## config.mk

```make
export PLATFORM = sky130hd
export DESIGN_NAME = ccsc_top
export DESIGN_NICKNAME = d
export VERILOG_FILES = /design/src/hw/ccsc_pkg.sv /design/src/hw/ccsc_top.sv
export SDC_FILE = /design/constraint.sdc
export NUM_CORES = 1
export LEC_CHECK = 0
export BUFFER_PORTS_ARGS = -buffer_cell sky130_fd_sc_hd__buf_2
export CAP_MARGIN = 15
export CORE_MARGIN = 4
export CORE_UTILIZATION = 60
export CTS_BUF_LIST = sky130_fd_sc_hd__clkbuf_4 sky130_fd_sc_hd__clkbuf_8 sky130_fd_sc_hd__clkbuf_16
export CTS_CLUSTER_DIAMETER = 60
export DETAILED_ROUTE_END_ITERATION = 8
export PLACE_DENSITY = 0.77
export SYNTH_ARGS = -nofsm -noshare
export SYNTH_HDL_FRONTEND = slang
export SYNTH_SLANG_ARGS = --single-unit
export TNS_END_PERCENT = 1
```

## constraint.sdc

```tcl
create_clock -name MCLK -period 8.7 [get_ports MCLK]
set_input_delay 1.74 -clock MCLK [delete_from_list [all_inputs] [get_ports MCLK]]
set_output_delay 1.74 -clock MCLK [all_outputs]
set_load 0.05 [all_outputs]
```

## src/hw/ccsc_pkg.sv

```systemverilog
/*
  Constants and carrier types for the charge cycle status controller.
  Assumes one 250 MHz clock (MCLK) and comparator levels already digital.
*/
// Overview of operation
// - Suspend input disables charging while asserted.
// - Below trickle threshold select trickle current.
// - Above trickle, constant current until float.
// - Half hour under trickle latches bad battery.
// - Rising above trickle resumes from bad latch.
// - Latched, falling again before rising above recharge is defective immediately.
// - Latch cleared by power cycle or suspend.
// - Four hour timer starts above recharge in CV.
// - Timer expiry terminates charging completely.
// - After termination, recharge below recharge threshold.
// - Timer resets only after 1.7 ms dip.
// - Lockout cycle or suspend restarts the cycle.
// - High power selects full, else one fifth.
// - Status pin low throughout normal charging.
// - Status released when current under tenth.
// - Fault after release keeps pin released.
// - Fault before release gives blinking 35 kHz carrier.
// - Temperature fault duty 1/16 and 15/16 at 1.5 Hz.
// - Bad battery duty 2/16 and 14/16 at 6.1 Hz.
// - Temperature out of range pauses charging.
// - Temperature fault in CV holds timer count.
`default_nettype none
package ccsc_pkg;
  // Clock rate in Hz
  localparam longint CLK_HZ        = 64'd250000000;
  // Timing figures in their own units
  localparam longint BADBAT_S      = 64'd1800;     // half an hour
  localparam longint SAFETY_S      = 64'd14400;    // four hours
  localparam longint DIP_US        = 64'd1700;     // 1.7 ms dip filter
  localparam longint CARRIER_HZ    = 64'd35000;
  localparam longint BLINK_NTC_MHZ = 64'd1500;     // 1.5 Hz in mHz
  localparam longint BLINK_BAD_MHZ = 64'd6100;     // 6.1 Hz in mHz
  // Derived cycle counts: minima round up, periods round down
  localparam longint BADBAT_CYC    = BADBAT_S * CLK_HZ;
  localparam longint SAFETY_CYC    = SAFETY_S * CLK_HZ;
  localparam longint DIP_CYC       = (DIP_US * CLK_HZ + 64'd999999) / 64'd1000000;
  // Carrier is split in sixteenths, so one slot is period/16
  localparam longint SLOT_CYC      = CLK_HZ / (CARRIER_HZ * 64'd16);
  // Half a blink period in cycles
  localparam longint HALF_NTC_CYC  = (CLK_HZ * 64'd1000) / (BLINK_NTC_MHZ * 64'd2);
  localparam longint HALF_BAD_CYC  = (CLK_HZ * 64'd1000) / (BLINK_BAD_MHZ * 64'd2);
  // Duty levels in sixteenths
  localparam logic [3:0] DUTY_NTC_LO = 4'h1;
  localparam logic [3:0] DUTY_NTC_HI = 4'hf;
  localparam logic [3:0] DUTY_BAD_LO = 4'h2;
  localparam logic [3:0] DUTY_BAD_HI = 4'he;
  // Counter widths
  localparam int TW = 44;
  // Charge phase
  typedef enum logic [2:0] {
    CCSC_OFF, CCSC_TRICKLE, CCSC_CC, CCSC_CV, CCSC_DONE, CCSC_BAD
  } ccsc_state_t;
  // Current level selection to the analog core; trickle, low_power and full are one-hot while enable is set
  typedef struct packed {
    logic enable;     // Any current delivered
    logic trickle;    // One tenth of full scale
    logic low_power;  // One fifth of full scale
    logic full;       // Full scale
    logic cv;         // Regulating at float voltage
  } ccsc_drive_t;
  // Comparator results
  typedef struct packed {
    logic below_trickle;
    logic below_recharge;
    logic at_float;
    logic below_tenth;
    logic temp_fault;
  } ccsc_comp_t;
endpackage
`default_nettype wire

```

## src/hw/ccsc_top.sv

```systemverilog
/*
  Charger sequencing, safety timers and open-drain status encoder.
  Assumes comparator and pin levels are synchronous-enough levels; they are
  still passed through two flip-flops before use.
*/
`default_nettype none
module ccsc_top
  import ccsc_pkg::*;
#(
  parameter longint BADBAT_CYCLES = ccsc_pkg::BADBAT_CYC,
  parameter longint SAFETY_CYCLES = ccsc_pkg::SAFETY_CYC,
  parameter longint HALF_NTC      = ccsc_pkg::HALF_NTC_CYC,
  parameter longint HALF_BAD      = ccsc_pkg::HALF_BAD_CYC
) (
  input  wire logic                  MCLK,
  input  wire logic                  RST,
  input  wire logic                  CE,
  input  wire ccsc_pkg::ccsc_comp_t  COMP,
  input  wire logic                  CHARGE_SUSPEND_IN,
  input  wire logic                  HIGH_POWER_SELECT,
  input  wire logic                  POWER_GOOD,
  output logic                       CHARGE_STATUS_OUT_O,
  output logic                       CHARGE_STATUS_OUT_OE_N,
  output ccsc_pkg::ccsc_drive_t      DRIVE,
  output logic [2:0]                 PHASE
);
  import ccsc_pkg::*;

  // Two-stage synchroniser for every level input
  localparam int NS = 8;
  logic [NS-1:0] s1_q, s2_q, s1_d, s2_d;
  always_comb begin
    s1_d = {COMP, CHARGE_SUSPEND_IN, HIGH_POWER_SELECT, POWER_GOOD};
    s2_d = s1_q;
  end
  always_ff @(posedge MCLK or posedge RST) begin
    if (RST) begin
      s1_q <= '0;
      s2_q <= '0;
    end else if (CE) begin
      s1_q <= s1_d;
      s2_q <= s2_d;
    end
  end

  // Decoded synchronised levels
  ccsc_comp_t c;
  logic charge_suspend_in, high_power_select, pgood;
  assign c     = ccsc_comp_t'(s2_q[7:3]);
  assign charge_suspend_in  = s2_q[2];
  assign high_power_select  = s2_q[1];
  assign pgood = s2_q[0];

  // Main state, counters, latches
  ccsc_state_t st_q, st_d;
  logic [TW-1:0] trk_q, trk_d;      // Time spent below trickle
  logic [TW-1:0] saf_q, saf_d;      // Safety timer
  logic [TW-1:0] dip_q, dip_d;      // Below-recharge dip filter
  logic          saf_run_q, saf_run_d;
  logic          bad_q, bad_d;      // Latched bad battery
  logic          rose_q, rose_d;    // Exceeded recharge since latch
  logic          rel_q, rel_d;      // Status pin released this cycle
  logic          live;
  logic          dip_long;

  // Charger is live only with power and no suspend
  assign live     = pgood && !charge_suspend_in;
  assign dip_long = dip_q >= TW'(DIP_CYC);

  // Sequencer next state
  always_comb begin
    st_d = st_q; trk_d = trk_q; saf_d = saf_q; dip_d = dip_q;
    saf_run_d = saf_run_q; bad_d = bad_q; rose_d = rose_q; rel_d = rel_q;
    if (!live) begin
      // Off: lockout or suspend restarts everything
      st_d = CCSC_OFF; trk_d = '0; saf_d = '0; dip_d = '0;
      saf_run_d = 1'b0; bad_d = 1'b0; rose_d = 1'b0; rel_d = 1'b0;
    end else begin
      // Dip filter on the recharge comparator
      dip_d = c.below_recharge ? (dip_long ? dip_q : dip_q + TW'(1)) : '0;
      if (!c.below_recharge && bad_q) rose_d = 1'b1;
      case (st_q)
        CCSC_OFF: st_d = c.below_trickle ? CCSC_TRICKLE : CCSC_CC;
        CCSC_TRICKLE: begin
          if (!c.below_trickle) begin
            st_d = CCSC_CC;
            trk_d = '0;
          end else if (bad_q && !rose_q) begin
            st_d = CCSC_BAD;
          end else if (!c.temp_fault) begin
            // Count only while charging; held during temperature pause
            if (trk_q >= TW'(BADBAT_CYCLES)) begin
              st_d = CCSC_BAD;
              bad_d = 1'b1;
              rose_d = 1'b0;
            end else begin
              trk_d = trk_q + TW'(1);
            end
          end
        end
        CCSC_CC: begin
          if (c.below_trickle) st_d = CCSC_TRICKLE;
          else if (c.at_float) st_d = CCSC_CV;
        end
        CCSC_CV: begin
          if (c.below_trickle) st_d = CCSC_TRICKLE;
          // Timer starts above recharge in CV
          if (!c.below_recharge) saf_run_d = 1'b1;
          if (saf_run_q) begin
            if (dip_long) begin
              saf_d = '0;
              saf_run_d = 1'b0;
            end else if (!c.temp_fault) begin
              if (saf_q >= TW'(SAFETY_CYCLES)) begin
                st_d = CCSC_DONE;
                saf_run_d = 1'b0;
                saf_d = '0;
              end else begin
                saf_d = saf_q + TW'(1);
              end
            end
          end
          if (c.below_tenth && !c.temp_fault) rel_d = 1'b1;
        end
        CCSC_DONE: begin
          // Stays off until battery sags below recharge the dip
          // filter only guards a running safety timer, so recharge starts at once
          if (c.below_recharge) begin
            st_d = CCSC_OFF;
            rel_d = 1'b0;
          end
        end
        CCSC_BAD: begin
          // Latched; charging resumes if the battery rises
          if (!c.below_trickle) begin
            st_d = CCSC_CC;
            trk_d = '0;
          end
        end
        default: st_d = CCSC_OFF;
      endcase
    end
  end

  // Sequencer registers
  always_ff @(posedge MCLK or posedge RST) begin
    if (RST) begin
      st_q <= CCSC_OFF; trk_q <= '0; saf_q <= '0; dip_q <= '0;
      saf_run_q <= 1'b0; bad_q <= 1'b0; rose_q <= 1'b0; rel_q <= 1'b0;
    end else if (CE) begin
      st_q <= st_d; trk_q <= trk_d; saf_q <= saf_d; dip_q <= dip_d;
      saf_run_q <= saf_run_d; bad_q <= bad_d; rose_q <= rose_d; rel_q <= rel_d;
    end
  end

  // Carrier slot counter, sixteenth index, and blink half counter
  logic [15:0]   slot_q, slot_d;
  logic [3:0]    six_q, six_d;
  logic [TW-1:0] blk_q, blk_d;
  logic          phase_hi_q, phase_hi_d;
  logic [TW-1:0] half;
  logic          ntc_f, bad_f, fault;
  assign ntc_f = live && c.temp_fault && (st_q != CCSC_DONE) && (st_q != CCSC_OFF);
  assign bad_f = (st_q == CCSC_BAD);
  assign fault = ntc_f || bad_f;
  assign half  = bad_f ? TW'(HALF_BAD) : TW'(HALF_NTC);
  always_comb begin
    slot_d = slot_q + 16'h0001;
    six_d  = six_q;
    blk_d  = blk_q + TW'(1);
    phase_hi_d = phase_hi_q;
    if (slot_q >= 16'(SLOT_CYC - 1)) begin
      slot_d = 16'h0000;
      six_d  = six_q + 4'h1;
    end
    if (blk_q >= half - TW'(1)) begin
      blk_d = '0;
      phase_hi_d = !phase_hi_q;
    end
    if (!fault) begin
      blk_d = '0;
      phase_hi_d = 1'b0;
    end
  end
  always_ff @(posedge MCLK or posedge RST) begin
    if (RST) begin
      slot_q <= 16'h0000; six_q <= 4'h0; blk_q <= '0; phase_hi_q <= 1'b0;
    end else if (CE) begin
      slot_q <= slot_d; six_q <= six_d; blk_q <= blk_d; phase_hi_q <= phase_hi_d;
    end
  end

  // Status pin and drive outputs
  logic [3:0]  duty;
  logic        pull_d, pull_q;
  ccsc_drive_t drv_d, drv_q;
  always_comb begin
    // Duty pairs per fault
    if (bad_f) duty = phase_hi_q ? DUTY_BAD_HI : DUTY_BAD_LO;
    else       duty = phase_hi_q ? DUTY_NTC_HI : DUTY_NTC_LO;
    if (!live || st_q == CCSC_OFF || rel_q || st_q == CCSC_DONE)
      pull_d = 1'b0;                   // Released, faults ignored
    else if (fault)
      pull_d = six_q < duty;           // Pulsed carrier
    else
      pull_d = 1'b1;                   // Low while charging
    drv_d = '0;
    if (live && !c.temp_fault) begin   // Pause on temperature
      case (st_q)
        CCSC_TRICKLE: begin drv_d.enable = 1'b1; drv_d.trickle = 1'b1; end
        CCSC_CC, CCSC_CV: begin
          drv_d.enable    = 1'b1;
          drv_d.full      = high_power_select;
          drv_d.low_power = !high_power_select;
          drv_d.cv        = (st_q == CCSC_CV);
        end
        default: drv_d = '0;
      endcase
    end
  end
  always_ff @(posedge MCLK or posedge RST) begin
    if (RST) begin
      pull_q <= 1'b0; drv_q <= '0;
    end else if (CE) begin
      pull_q <= pull_d; drv_q <= drv_d;
    end
  end

  // Open drain: enable low means pulling low
  assign CHARGE_STATUS_OUT_O    = 1'b0;
  assign CHARGE_STATUS_OUT_OE_N = !pull_q;
  assign DRIVE                  = drv_q;
  assign PHASE                  = st_q;
endmodule
`default_nettype wire

```

==> impl_metrics.toml <==
[run_status]
status = "complete, no violations"

[global_routing]
first_global_vias = 9438
grt_overflow_total = 0
grt_max_degree = 96
grt_use_total = 0.2362
grt_antenna_before_repair = 0
grt_first_pass_wirelength_mm = 45.20

[power_and_ir_drop]
power.leakage_nw = 5.706
vdd_drop_max_v = 0.0001657
power_mw = 2.523
power-per-cell-area_nw_per_um2 = 188.5

[cells_and_area]
n_antenna_cell = 0
fillCellCount = 1494
drive_above_1_share = 0.09495
num-nets-final = 1351
flow.area_growth_from_synthesis_pct = 9.811

[worst_setup_path]
worst-endpoint-required_ps = 9100
startpoint_type = "primary input"
worstPathMaxFanout = 49
reg2reg_depth = 12
criticalPathCategory = "in -> reg"
r2r-end = "phase_hi_q"
timing.critical_path.to_type = "flop"
ff2ff_setup_slack_ps = 4600
arrival_ps = 5140
critical_path.reg2reg.startpoint = "PHASE[2]"

[yosys]
netlist_area_um2 = 12190
synthesis.nets = 1346
ys.warnings.count = 0
ys_ff_latch = 226
synth_top_area_share = 0.4639
most_instantiated_flip_flop_cell_in_the_synthesis_netlist = "sky130_fd_sc_hd__dfrtp_1"
synthCells = 1303
synth_area_leaders = "sky130_fd_sc_hd__dfrtp_1 (46%), sky130_fd_sc_hd__nor2_1 (4.3%), sky130_fd_sc_hd__o21ai_0 (4.0%), sky130_fd_sc_hd__nand2_1 (3.7%), sky130_fd_sc_hd__nand3_1 (3.4%)"
seq_total_area_yosys = 0.4639
synth_area_leader_cell = "sky130_fd_sc_hd__dfrtp_1"
synth_edf_count = 0
post_synth_num_cell_types = 78
avgSynthCellArea_um2 = 9.357
async_flop_share = 1.000

[placement]
gp_routability_congestion = 0.8586
dp.final_hpwl_mm = 16.84
io_buffer_count = 19

[min_path]
hold_path_end = "six_q[3]"
worst_hold_path_type = "reg -> reg"
hp-start = "six_q[3]"
hold-path-cell-count = 1

[clocking]
clk_root_buffer_cell = "sky130_fd_sc_hd__clkbuf_16"
clock_path_buffers = 3
worstSkewPairLatency_ps = 520
cts_tree = "yes"
cts_buffers = 25
post_cts_buffers = 0
ctsHoldBuffers = 0
clkSinkCount = 226
cts-htree-levels = 1
clk_pin_slew_worst_setup_hold_paths_ps = 60
cts.repair.resized = 0

[die]
die-height_um = 150.5
row_count = 51
fp.dieW_um = 150.5
fp.dieArea_um2 = 22660
start_util = 0.6183
floorplan.core_area_um2 = 19720
boundaryPins = 21

[sta]
hold_violations = 0
finalSetupViolCount = 0
rsz0062_at_grt = "false"
slew-limit-headroom = 0.2692
timing_worst_slew_pin_value_ps = 1091
f_max_mhz = 210.7
final-max-slew-violation-count = 0
tns_ps = 0
period_needed_ps = 4746
post-route-period-util = 0.5455
hold_slack_ps = 481.7
final.setup_skew_ps = 12.21

[detailed_routing]
route.detailed.vias_per_inst = 6.143
drt.antenna.violating_nets = 0
num_vias = 9780
drt-pass1-iter-count = 5
drt_drc_violations_left = 0
routed_wire_length_per_instance_um = 16.43
drt_iter0_markers = 677
detail_route.wirelength_mm = 26.15

[flow_run]
max_cap_viol_count = 0
-- per-stage QoR --
step / std cells / worst slack (ps) / utilization / instance area (um2)
2_1_floorplan: 1303 / 768.8 / - / 12190
3_3_place_gp: 1546 / 3561 / 0.6329 / 12480
3_5_place_dp: 1546 / 3444 / 0.6329 / 12480
4_1_cts: 1592 / 4007 / 0.6790 / 13390
5_1_grt: 1592 / 3595 / 0.6790 / 13390
6_report: 1592 / 3954 / 0.6790 / 13390
-- metal layers --
metal	routed length [um]	global-route usage
met4	523	0.05444
met3	1140	0.02950
met5	0	0
met2	12290	0.3833
met1	12190	0.3425
-- critical path, stage by stage --
cell and delay (ps):
sky130_fd_sc_hd__buf_2 70, sky130_fd_sc_hd__buf_4 440, sky130_fd_sc_hd__inv_1 350, sky130_fd_sc_hd__nor4_2 520, sky130_fd_sc_hd__nand2_1 100, sky130_fd_sc_hd__nand2_1 170, sky130_fd_sc_hd__a21boi_4 470, sky130_fd_sc_hd__nand2_1 700
sky130_fd_sc_hd__o41ai_1 550
-- final cells by class --
type | count | area (um2) | area share
Clock inverter | 14 | 205.2 | 0.01533
Multi-Input combinational cell | 991 | 6183 | 0.4619
Inverter | 35 | 138.9 | 0.01037
Clock buffer | 32 | 703.2 | 0.05252
Sequential cell | 226 | 5655 | 0.4224
Tap cell | 265 | 331.6 | 0.02477
Timing Repair Buffer | 29 | 170.2 | 0.01271
-- worst max-delay path by stage --
stage	depth (start not counted)	slack (ps)	end	start
floorplan	1	770	DRIVE[0]	RST
global placement	9	3560	saf_q[30]	CE
detailed placement	9	3440	saf_q[10]	CE
CTS	9	4010	saf_q[10]	CE
global route	9	3600	saf_q[30]	CE
finish	9	3950	saf_q[10]	CE
-- cells by family (layout without fill, tap and decap cells) --
group	count (synthesis)	after routing	share of synthesized area
buffers and inverters	86	110	0.03069
AOI/OAI and AO/OA	261	261	0.1418
xor gates and xnor gates	64	64	0.04598
adders and majority gates	32	32	0.03284
and+or+nand+nor	611	611	0.2648
other	1	1	0.0003076
muxes	22	22	0.01970
DFF	226	226	0.4639
-- registers in the layout (all words and copies together) (netlist names) --
| signal | cells |
|---|---|
| pull_q | 1 |
| blk_q | 44 |
| slot_q | 16 |
| PHASE | 3 |
| phase_hi_q | 1 |
| trk_q | 44 |
| rose_q | 1 |
| s2_q | 8 |
| s1_q | 8 |
| bad_q | 1 |
| DRIVE | 5 |
| six_q | 4 |
| rel_q | 1 |
| dip_q | 44 |
| saf_run_q | 1 |
| saf_q | 44 |
-- synthesized netlist by cell type, types with 4 or more instances --
cell                       count
sky130_fd_sc_hd__a211oi_1      4
sky130_fd_sc_hd__a21oi_1      39
sky130_fd_sc_hd__a311oi_1      4
sky130_fd_sc_hd__a31oi_1       9
sky130_fd_sc_hd__a32o_1        4
sky130_fd_sc_hd__a41oi_1       4
sky130_fd_sc_hd__and2_1       19
sky130_fd_sc_hd__and3_1       32
sky130_fd_sc_hd__and4_1        6
sky130_fd_sc_hd__buf_2        10
sky130_fd_sc_hd__buf_4         4
sky130_fd_sc_hd__clkbuf_1     30
sky130_fd_sc_hd__dfrtp_1     226
sky130_fd_sc_hd__ha_1         32
sky130_fd_sc_hd__inv_1        35
sky130_fd_sc_hd__mux2_2       16
sky130_fd_sc_hd__mux2i_1       6
sky130_fd_sc_hd__nand2_1     121
sky130_fd_sc_hd__nand2b_1      9
sky130_fd_sc_hd__nand3_1      82
sky130_fd_sc_hd__nand3b_1      5
sky130_fd_sc_hd__nand4_1      32
sky130_fd_sc_hd__nand4_2       4
sky130_fd_sc_hd__nor2_1      139
sky130_fd_sc_hd__nor2b_1      31
sky130_fd_sc_hd__nor3_1       47
sky130_fd_sc_hd__nor3b_1      10
sky130_fd_sc_hd__nor4_1       19
sky130_fd_sc_hd__nor4_2        7
sky130_fd_sc_hd__o211ai_1      9
sky130_fd_sc_hd__o21a_1        8
sky130_fd_sc_hd__o21ai_0      97
sky130_fd_sc_hd__o21ai_1       8
sky130_fd_sc_hd__o31ai_1      32
sky130_fd_sc_hd__o41ai_1       8
sky130_fd_sc_hd__or3_1        24
sky130_fd_sc_hd__or4_1         6
sky130_fd_sc_hd__xnor2_1      33
sky130_fd_sc_hd__xor2_1       31
-- report_power, final --
part	total, mW	internal [mW]	switching, mW	leakage, nW
registers	1.13	1.09	0.0423	3.11
clock network	1.15	0.720	0.427	0.454
logic	0.248	0.0733	0.174	2.15
-- placed cells by master, fill, tap and decap left out, types with 8 or more instances in the layout --
cell                          n
sky130_fd_sc_hd__buf_2       19
sky130_fd_sc_hd__xnor2_1     33
sky130_fd_sc_hd__xor2_1      31
sky130_fd_sc_hd__nor3_1      47
sky130_fd_sc_hd__and3_1      32
sky130_fd_sc_hd__nor2_1     139
sky130_fd_sc_hd__buf_4       10
sky130_fd_sc_hd__nor2b_1     31
sky130_fd_sc_hd__o41ai_1      8
sky130_fd_sc_hd__nand2b_1     9
sky130_fd_sc_hd__ha_1        32
sky130_fd_sc_hd__nor3b_1     10
sky130_fd_sc_hd__or3_1       24
sky130_fd_sc_hd__nand3_1     82
sky130_fd_sc_hd__nand4_1     32
sky130_fd_sc_hd__nor4_1      19
sky130_fd_sc_hd__o21ai_1      8
sky130_fd_sc_hd__inv_1       34
sky130_fd_sc_hd__o31ai_1     32
sky130_fd_sc_hd__a21oi_1     38
sky130_fd_sc_hd__clkbuf_16   25
sky130_fd_sc_hd__nand2_1    121
sky130_fd_sc_hd__o21ai_0     97
sky130_fd_sc_hd__o21a_1       8
sky130_fd_sc_hd__o211ai_1     9
sky130_fd_sc_hd__and2_1      19
sky130_fd_sc_hd__dfrtp_1    226
sky130_fd_sc_hd__a31oi_1      9
sky130_fd_sc_hd__mux2_2      16
(Power assumes the default switching activity.)
